==> src/pas_pkg.sv <==
// Purpose: Shared constants for the port analog select block.
// Assumes: Registers sit on a 32-bit classic Wishbone bus, one word each.
// Notes: Byte address of a register is four times its index.
package pas_pkg;
  localparam int ADR_W = 14;
  localparam int DAT_W = 32;
  localparam int SEL_W = 8;
  localparam logic [11:0] IDX_PORT_B = 12'hf39;
  localparam logic [11:0] IDX_PORT_C = 12'hf3a;
  localparam logic [11:0] IDX_PORT_D = 12'hf3b;
  localparam logic [7:0] MASK_PORT_B = 8'h3f;
  localparam logic [7:0] MASK_PORT_C = 8'hfc;
  localparam logic [7:0] MASK_PORT_D = 8'hff;
  localparam logic [7:0] RST_PORT_B = 8'h3f;
  localparam logic [7:0] RST_PORT_C = 8'hfc;
  localparam logic [7:0] RST_PORT_D = 8'hff;
endpackage

==> src/pas_sel_reg.sv <==
// Purpose: One eight-bit analog select register with an implemented-bit mask.
// Assumes: Write strobe is a single-cycle commit pulse.
// Notes: Unimplemented bits are held at zero regardless of writes.
`timescale 1ns/100ps
`default_nettype none
module pas_sel_reg #(
  parameter logic [7:0] MASK = 8'hff,
  parameter logic [7:0] RST_VAL = 8'hff
) (
  input wire logic clk_i,
  input wire logic rst_i,
  input wire logic we_i,
  input wire logic [7:0] wdata_i,
  output logic [7:0] value_o
);
  logic [7:0] next_value;

  always_comb
  begin
    next_value = value_o;
    if (we_i)
    begin
      next_value = wdata_i & MASK;
    end
  end

  always_ff @(posedge clk_i)
  begin
    if (rst_i)
    begin
      value_o <= RST_VAL & MASK;
    end
    else
    begin
      value_o <= next_value;
    end
  end
endmodule // pas_sel_reg
`default_nettype wire

==> src/pas_top.sv <==
// Purpose: Analog select registers for ports B, C and D behind Wishbone.
// Assumes: Synchronous active-high reset stands for power-on reset.
// Notes: A set bit disables the pin's digital input buffer.
//
// Added by the designer: the Wishbone register port.
`timescale 1ns/100ps
`default_nettype none
module pas_top (
  input wire logic clk_i,
  input wire logic rst_i,
  input wire logic wb_cyc_i,
  input wire logic wb_stb_i,
  input wire logic wb_we_i,
  input wire logic [pas_pkg::ADR_W-1:0] wb_adr_i,
  input wire logic [3:0] wb_sel_i,
  input wire logic [pas_pkg::DAT_W-1:0] wb_dat_i,
  output logic [pas_pkg::DAT_W-1:0] wb_dat_o,
  output logic wb_ack_o,
  output logic [7:0] port_b_input_disable_o,
  output logic [7:0] port_c_input_disable_o,
  output logic [7:0] port_d_input_disable_o
);
  import pas_pkg::*;

  logic [7:0] port_b_pin_analog_bits;
  logic [7:0] port_c_pin_analog_bits;
  logic [7:0] port_d_pin_analog_bits;
  logic [11:0] word_idx;
  logic commit;
  logic next_ack;
  logic [DAT_W-1:0] next_dat;
  logic we_b;
  logic we_c;
  logic we_d;

  // Register index decode, shared by the write strobes and the read mux.
  function automatic logic hit(input logic [11:0] idx, input logic [11:0] target);
    hit = (idx == target);
  endfunction

  assign word_idx = wb_adr_i[ADR_W-1:2];
  // Writes land on the edge where the master sees ack, as classic cycles require.
  assign commit = wb_cyc_i && wb_stb_i && wb_ack_o && wb_we_i && wb_sel_i[0];
  assign we_b = commit && hit(word_idx, IDX_PORT_B);
  assign we_c = commit && hit(word_idx, IDX_PORT_C);
  assign we_d = commit && hit(word_idx, IDX_PORT_D);

  // Each port keeps its own register so that its mask and reset value stay local to it.
  pas_sel_reg #(.MASK(MASK_PORT_B), .RST_VAL(RST_PORT_B)) u_port_b (
    .clk_i(clk_i),
    .rst_i(rst_i),
    .we_i(we_b),
    .wdata_i(wb_dat_i[SEL_W-1:0]),
    .value_o(port_b_pin_analog_bits)
  );

  pas_sel_reg #(.MASK(MASK_PORT_C), .RST_VAL(RST_PORT_C)) u_port_c (
    .clk_i(clk_i),
    .rst_i(rst_i),
    .we_i(we_c),
    .wdata_i(wb_dat_i[SEL_W-1:0]),
    .value_o(port_c_pin_analog_bits)
  );

  pas_sel_reg #(.MASK(MASK_PORT_D), .RST_VAL(RST_PORT_D)) u_port_d (
    .clk_i(clk_i),
    .rst_i(rst_i),
    .we_i(we_d),
    .wdata_i(wb_dat_i[SEL_W-1:0]),
    .value_o(port_d_pin_analog_bits)
  );

  // The buffer controls are the register flops themselves, so they change on the write edge.
  assign port_b_input_disable_o = port_b_pin_analog_bits;
  assign port_c_input_disable_o = port_c_pin_analog_bits;
  assign port_d_input_disable_o = port_d_pin_analog_bits;

  // The answer comes one edge after the request is taken, and ack drops even if it is held.
  always_comb
  begin
    next_ack = wb_cyc_i && wb_stb_i && !wb_ack_o;
    next_dat = '0;
    if (next_ack && !wb_we_i)
    begin
      if (hit(word_idx, IDX_PORT_B))
      begin
        next_dat = {24'h000000, port_b_pin_analog_bits};
      end
      else if (hit(word_idx, IDX_PORT_C))
      begin
        next_dat = {24'h000000, port_c_pin_analog_bits};
      end
      else if (hit(word_idx, IDX_PORT_D))
      begin
        next_dat = {24'h000000, port_d_pin_analog_bits};
      end
      else
      begin
        next_dat = '0;
      end
    end
  end

  always_ff @(posedge clk_i)
  begin
    if (rst_i)
    begin
      wb_ack_o <= 1'b0;
      wb_dat_o <= '0;
    end
    else
    begin
      wb_ack_o <= next_ack;
      wb_dat_o <= next_dat;
    end
  end

  logic unmapped;
  assign unmapped = !hit(word_idx, IDX_PORT_B) && !hit(word_idx, IDX_PORT_C)
    && !hit(word_idx, IDX_PORT_D);

  // Bus-side terms used by the handshake checks below.
  logic req_taken;
  logic read_taken;
  logic lane_off_write;
  assign req_taken = wb_cyc_i && wb_stb_i && !wb_ack_o;
  assign read_taken = req_taken && !wb_we_i;
  assign lane_off_write = wb_cyc_i && wb_stb_i && wb_ack_o && wb_we_i && !wb_sel_i[0];
endmodule // pas_top
`default_nettype wire

==> config.mk <==
export PLATFORM = sky130hd
export DESIGN_NAME = pas_top
export DESIGN_NICKNAME = d
export VERILOG_FILES = /design/src/pas_pkg.sv /design/src/pas_sel_reg.sv /design/src/pas_top.sv
export SDC_FILE = /design/constraint.sdc
export NUM_CORES = 1
export LEC_CHECK = 0
export BUFFER_PORTS_ARGS = -buffer_cell sky130_fd_sc_hd__buf_2
export CELL_PAD_IN_SITES_DETAIL_PLACEMENT = 1
export CELL_PAD_IN_SITES_GLOBAL_PLACEMENT = 2
export CORE_UTILIZATION = 17
export CTS_CLUSTER_DIAMETER = 100
export DETAILED_ROUTE_END_ITERATION = 16
export PLACE_DENSITY_LB_ADDON = 0.12
export SYNTH_ARGS = -nofsm -noshare
export SYNTH_HDL_FRONTEND = slang
export SYNTH_SLANG_ARGS = --single-unit
==> constraint.sdc <==
create_clock -name clk_i -period 1.3 [get_ports clk_i]
set_clock_uncertainty 0.05 [all_clocks]
set_input_delay 0.195 -clock clk_i [delete_from_list [all_inputs] [get_ports clk_i]]
set_output_delay 0.195 -clock clk_i [all_outputs]
set_load 0.01 [all_outputs]
==> impl_metrics.env, run 1 <==
export IMPL_status="finished, violations left"
export IMPL_violations="setup timing"
export IMPL_synth_top_area_share_pct=40.92
export IMPL_avgSynthCellArea_um2=8.396
export IMPL_dr_pass1_iters=4
export IMPL_portBuffers=54
export IMPL_crit_path_max_incr_delay_ns=0.58
export IMPL_worstSetupPathType="flip-flop to flip-flop"
export IMPL_wl_per_cell_um=15.03
export IMPL_viasPerCell=4.069
export IMPL_synth_top_cells_by_count="29 x dfxtp_1, 28 x buf_4, 23 x nand2_1"
export IMPL_clkTransAtPathRegs_ns=0.07
export IMPL_synth_edf_count=0
export IMPL_grt_max_degree=21
export IMPL_cp_arrival_ns=1.54
export IMPL_rows=32
export IMPL_max_slew_margin_rel_pct=54.06
export IMPL_initial_core_util_pct=17.99
export IMPL_cts_tree="done"
export IMPL_yosysMostFrequentCell="dfxtp_1"
export IMPL_ys_flop_type="dfxtp_1"
export IMPL_setup_viol=24
export IMPL_async_reset_ff_share_pct=0
export IMPL_totalWireLength_um=5260
export IMPL_num_io_pins=112
export IMPL_synth_simple_gate_area_share_pct=16.58
export IMPL_total_power_mw=2.123
export IMPL_final_antenna_net_count=0
export IMPL_hold_viol=0
export IMPL_hpwlAfterDp_um=3516
export IMPL_drc=0
export IMPL_synth_top_area_cell="dfxtp_1"
export IMPL_insertion_delay_ns=0.28
export IMPL_place_ws_ns=-0.2799
export IMPL_synth_top_family_by_area="buffers and inverters"
export IMPL_final_max_slew_violation_count=0
export IMPL_hold_path_class="input port to flip-flop"
export IMPL_synthTopCellsByArea="dfxtp_1 41%, buf_4 15%, a31oi_1 8.8%"
export IMPL_antenna_cells=0
export IMPL_grt_overflow=0
export IMPL_synth_compound_area_share_pct=17.81
export IMPL_ys_seq_area_share_pct=40.92
export IMPL_clk_path_buf_depth=2
export IMPL_syn_to_final_growth_pct=48.59
export IMPL_fin_crit_sh_pct=109.3
export IMPL_synth_cell_area_um2=1419
export IMPL_synth_xor_area_share_pct=0
export IMPL_num_vias=1424
export IMPL_fin_crit_ns=1.421
export IMPL_fp_dieH_um=93.36
export IMPL_clock_sinks=29
export IMPL_yosysWarnings=0
export IMPL_drive_gt1_share_pct=43.95
export IMPL_wl_met3_um=314
export IMPL_h_tree_depth=2
export IMPL_worst_slew_pin_slew_ns=0.6866
export IMPL_grt_pass1_vias=1447
export IMPL_design_core_area_um2=7888
export IMPL_synth_mux_area_share_pct=5.644
export IMPL_synthCells=169
export IMPL_timing_fmax_mhz=703.9
export IMPL_finalWorstSetupSlack_ns=-0.1206
export IMPL_critPathRequiredTime_ns=1.42
export IMPL_synth_fa_ha_area_share_pct=0
export IMPL_irDropWorstVdd_uv=448.5
export IMPL_dieWidth_um=93.36
export IMPL_cts_hold_buf=0
export IMPL_gp_congestion=0.7083
export IMPL_rsz0062_at_grt="true"
export IMPL_crit_chain="nand3_4 > or4_4 > o21ai_1 > nand2_1"
export IMPL_p_leak_nw=0.9466
export IMPL_drtIter0Drc=39
export IMPL_maxCapViolations=0
export IMPL_grt_pass1_wl_um=7921
export IMPL_dieArea_um2=8715
export IMPL_cp_max_fo=5
export IMPL_wl_met2_um=2539
export IMPL_cts_buffers=5
export IMPL_num_fill_cells=980
export IMPL_cts_root_buf="clkbuf_8"
export IMPL_antenna_found_initial=0
export IMPL_highest_layer="met4"
export IMPL_postLayoutCoreUtil_pct=26.73
export IMPL_critPathSlowestCell="or4_4"
export IMPL_ys_types=23
export IMPL_nNetsFinal=302
export IMPL_cp_start_kind="flip-flop"
export IMPL_p_per_area_nw_per_um2=1007
export IMPL_ys_seq_elements=29
export IMPL_met1_length_um=2362
export IMPL_worstSetupEndpointType="flip-flop"
export IMPL_track_usage_pct=12.39
report_power, final:
part | switching [mW] | internal [mW] | total [mW]
clock | 0.374 | 0.625 | 0.999
sequential | 0.00158 | 0.888 | 0.890
combinational | 0.145 | 0.0888 | 0.234
cells in the final DEF (no fill, tap or decap):
master / count
mux2i_1: 8
nor2_2: 3
dfxtp_1: 28
nand4bb_4: 2
o21ai_1: 11
or2_4: 2
nor2_1: 12
and4bb_2: 1
nand3_4: 1
nand4b_1: 1
buf_2: 53
dfxtp_4: 1
nor4_4: 1
nand2_1: 23
inv_1: 2
nor3b_1: 1
a31oi_2: 1
bufinv_16: 1
buf_6: 5
clkbuf_8: 6
a21oi_1: 4
or4_4: 3
nand4_1: 1
clkbuf_1: 1
o21ai_2: 9
conb_1: 28
a31oi_1: 19
buf_4: 20
path summary, 6_finish.rpt:
path	from	end	slack, ns	cells past startpoint
setup / recovery	wb_ack_o	u_port_b.value_o[5]	-0.12	4
hold / removal	wb_dat_i[6]	u_port_d.value_o[6]	0.11	3
setup reg to reg	wb_ack_o	u_port_b.value_o[5]	-0.12	4
hold reg to reg	u_port_b.value_o[1]	u_port_b.value_o[1]	0.41	2
worst max-delay path: cells and delay by family (launching register included):
kind             cells  cell delay [ns]
flip-flops           1             0.37
AO/OA/AOI/OAI        1             0.16
AND/OR/NAND/NOR      3             0.73
layer usage:
metal  GRT usage [%]  vias to the layer above
met4           3.462                        0
met1           15.90                      675
met3           3.496                        5
met5               0                        -
met2           20.22                       48
li1                -                      696
state kept, by name, indices dropped and copies added, names as in the netlist:
name,cells
u_port_b.value_o,6
u_port_c.value_o,6
u_port_d.value_o,8
wb_ack_o,1
wb_dat_o,8
cells by family after synthesis:
logic type / Yosys count
buf+inv: 38
compound gates: 44
other cells: 1
simple gates: 49
flops: 29
mux: 8
per-stage QoR:
| step | setup TNS, ns | instances | hold slack, ns | cell area (um2) |
|---|---|---|---|---|
| floorplan | -1.966 | 196 | 0.2830 | 1531 |
| global placement | -6.627 | 333 | 0.3998 | 1804 |
| detailed placement | -6.775 | 333 | 0.4058 | 1804 |
| CTS | -1.734 | 347 | 0.1028 | 2048 |
| global route | -3.403 | 350 | 0.1196 | 2108 |
| finish | -1.707 | 350 | 0.1104 | 2108 |
final cells by class:
cell class	instances	area (um2)	area share, %
clock buffers	7	86.33	4.095
clock inverters	1	30.03	1.424
inverters	2	7.507	0.3561
multi-input cells	131	800.8	37.98
flip-flops and latches	29	584.3	27.72
well taps	102	127.6	6.053
repair buffers	78	471.7	22.37
timing repair:
item,4_1_cts,5_1_grt
cloned,4,1
setup endpoints to repair,28,25
gates resized for setup,16,12
pin swaps,12,11
setup buffers,2,2
Note: power is estimated with default switching activity, not from simulation.
==> inputs of run 2 (changes only) <==
- CORE_UTILIZATION: 17 -> 19
- SYNTH_HIERARCHICAL: default -> 1
- TNS_END_PERCENT: default -> 30
==> run 2 against run 1 <==
Net effect: the flow still finishes with violations (setup timing); hold slack worse by 0.020 ns; first-iteration DRC count fell by 18%; final area down 3.3%; setup slack worse by 0.11 ns; global-route usage down 1.5 points; register-to-register slack worse by 0.11 ns; sequential power barely moved; sequential share of layout area grew 0.83 points; total power is 3.8% lower; critical path type unchanged; largest cell class unchanged; largest power group unchanged.
==> impl_metrics.env, run 2 <==
export IMPL_status="finished, violations left"
export IMPL_violations="setup timing"
export IMPL_r2r_cells=6
export IMPL_crit_chain="and3_4 > nand4_1 > nor3_4 > buf_6 > nor2b_1 > a211o_2"
export IMPL_num_fill_cells=901
export IMPL_r2r_end="u_port_d/value_o[1]"
export IMPL_timing_fmax_mhz=652.9
export IMPL_p_per_area_nw_per_um2=1002
export IMPL_p_leak_nw=0.8961
export IMPL_postLayoutCoreUtil_pct=27.66
export IMPL_nNetsFinal=274
export IMPL_syn_to_final_growth_pct=37.93
export IMPL_ys_seq_area_share_pct=39.29
export IMPL_hold_viol=0
export IMPL_cp_max_fo=7
export IMPL_synth_cell_area_um2=1478
export IMPL_viasPerCell=3.953
export IMPL_avgSynthCellArea_um2=10.12
export IMPL_grt_overflow=0
export IMPL_cts_tree="done"
export IMPL_async_reset_ff_share_pct=0
export IMPL_worstSetupPathType="flip-flop to flip-flop"
export IMPL_dieWidth_um=90.19
export IMPL_final_max_slew_violation_count=0
export IMPL_worstSetupEndpointType="flip-flop"
export IMPL_drive_gt1_share_pct=51.82
export IMPL_grt_pass1_vias=1287
export IMPL_dieArea_um2=8134
export IMPL_gp_congestion=0.7673
export IMPL_maxCapViolations=0
export IMPL_crit_path_max_incr_delay_ns=0.32
export IMPL_rows=31
export IMPL_track_usage_pct=10.89
export IMPL_synth_top_cells_by_count="29 x dfxtp_1, 28 x buf_4, 14 x a211o_1"
export IMPL_insertion_delay_ns=0.28
export IMPL_grt_max_degree=21
export IMPL_ys_flop_type="dfxtp_1"
export IMPL_r2r_slack_ns=-0.23
export IMPL_portBuffers=54
export IMPL_irDropWorstVdd_uv=344.1
export IMPL_drtIter0Drc=32
export IMPL_cts_buffers=5
export IMPL_drc=0
export IMPL_worstHoldEndpoint="u_port_c/value_o[6]"
export IMPL_synthTopCellsByArea="dfxtp_1 39%, buf_4 14%, a211o_1 8.3%"
export IMPL_cp_top_family="simple AND/OR/NAND/NOR gates"
export IMPL_setup_viol=20
export IMPL_synth_top_area_share_pct=39.29
export IMPL_reg_top3="u_port_d/value_o (8), wb_dat_o (8)"
export IMPL_cp_arrival_ns=1.65
export IMPL_ys_seq_elements=29
export IMPL_grt_pass1_wl_um=6782
export IMPL_wl_per_cell_um=13.64
export IMPL_yosysWarnings=6
export IMPL_fin_crit_sh_pct=117.8
export IMPL_r2r_start="wb_ack_o"
export IMPL_clk_path_buf_depth=2
export IMPL_finalWorstSetupSlack_ns=-0.2316
export IMPL_post_dp_cell_area_um2=1864
export IMPL_finalSetupTns_ns=-3.093
export IMPL_final_antenna_net_count=0
export IMPL_antenna_found_initial=0
export IMPL_critPathSlowestCell="dfxtp_2"
export IMPL_mostFrequentLayoutCell="buf_2"
export IMPL_synth_edf_count=0
export IMPL_dr_pass1_iters=4
export IMPL_yosysMostFrequentCell="dfxtp_1"
export IMPL_clock_sinks=29
export IMPL_synth_top_area_cell="dfxtp_1"
export IMPL_hold_path_class="input port to flip-flop"
export IMPL_hpwlAfterDp_um=3422
export IMPL_cts_root_buf="clkbuf_8"
export IMPL_synthCells=146
export IMPL_dp_cells=308
export IMPL_design_core_area_um2=7370
export IMPL_cp_num_buf_inv=1
export IMPL_rsz0062_at_grt="true"
export IMPL_total_power_mw=2.043
export IMPL_layout_common_cells="54 x buf_2, 28 x conb_1, 28 x dfxtp_1"
export IMPL_fin_area_um2=2038
export IMPL_stdcell_count=319
export IMPL_cp_start_kind="flip-flop"
export IMPL_clkTransAtPathRegs_ns=0.07
export IMPL_totalWireLength_um=4350
export IMPL_hp_start="wb_dat_i[6]"
export IMPL_num_io_pins=112
export IMPL_fp_dieH_um=90.19
export IMPL_worstHoldPathCells=2
export IMPL_critPathRequiredTime_ns=1.42
export IMPL_antenna_cells=0
export IMPL_cts_hold_buf=0
export IMPL_fin_crit_ns=1.532
export IMPL_num_vias=1261
export IMPL_h_tree_depth=2
export IMPL_ys_types=23
export IMPL_initial_core_util_pct=20.05
## run 2: repair_timing
action                     4_1_cts  5_1_grt
buffers inserted                 2        1
gates resized for setup          5        5
pin swaps                        2        3
setup endpoints to repair       20       25
## run 2: worst register-to-register path, stage by stage (launching register included)
cell and delay [ns]:
dfxtp_2 0.32, and3_4 0.17, nand4_1 0.19, nor3_4 0.23
buf_6 0.16, nor2b_1 0.05, a211o_2 0.25
## run 2: worst max-delay path by stage
stage | from | end | cells after the start
6_report | wb_ack_o | u_port_d/value_o[1] | 6
4_1_cts | wb_ack_o | u_port_b/value_o[3] | 6
3_3_place_gp | wb_adr_i[9] | u_port_b/value_o[3] | 7
5_1_grt | wb_ack_o | u_port_d/value_o[0] | 6
3_5_place_dp | wb_adr_i[9] | u_port_b/value_o[3] | 7
2_1_floorplan | wb_adr_i[9] | u_port_d/value_o[4] | 6
## run 2: power by group
part | switching, mW | internal [mW] | total, mW
logic | 0.108 | 0.0654 | 0.174
clock network | 0.354 | 0.624 | 0.979
registers | 0.000598 | 0.890 | 0.890
total | 0.463 | 1.58 | 2.04
## run 2: kinds of logic after synthesis
group / synth area share [%]
AND/OR/NAND/NOR: 19.56
flip-flops: 39.29
multiplexers: 6.097
other: 0.7620
buffers and inverters: 17.87
AO/OA/AOI/OAI: 16.43
## run 2: area by class of cell
type	instances	area (um2)	share of cell area (%)
Sequential cell	29	581.8	28.55
Clock buffer	7	86.33	4.236
Clock inverter	1	30.03	1.473
Tap cell	99	123.9	6.077
Inverter	1	3.754	0.1842
Multi-Input combinational cell	106	762.0	37.38
Timing Repair Buffer	76	450.4	22.10
## run 2: stage by stage
step	setup slack [ns]	hold WS [ns]
floorplan	-0.2724	0.2436
finish	-0.2316	0.09056
detailed placement	-0.5746	0.3802
global route	-0.3343	0.08564
global placement	-0.5000	0.3744
CTS	-0.3135	0.08451
## run 2: routing by layer
metal  up-vias  global-route usage (%)  part of all wire (%)
met5         -                       0                     0
met4         0                   4.570                   1.6
met3         6                   3.553                   6.6
met2        54                   18.89                    51
met1       593                   12.19                    40
li1        608                       -                     -
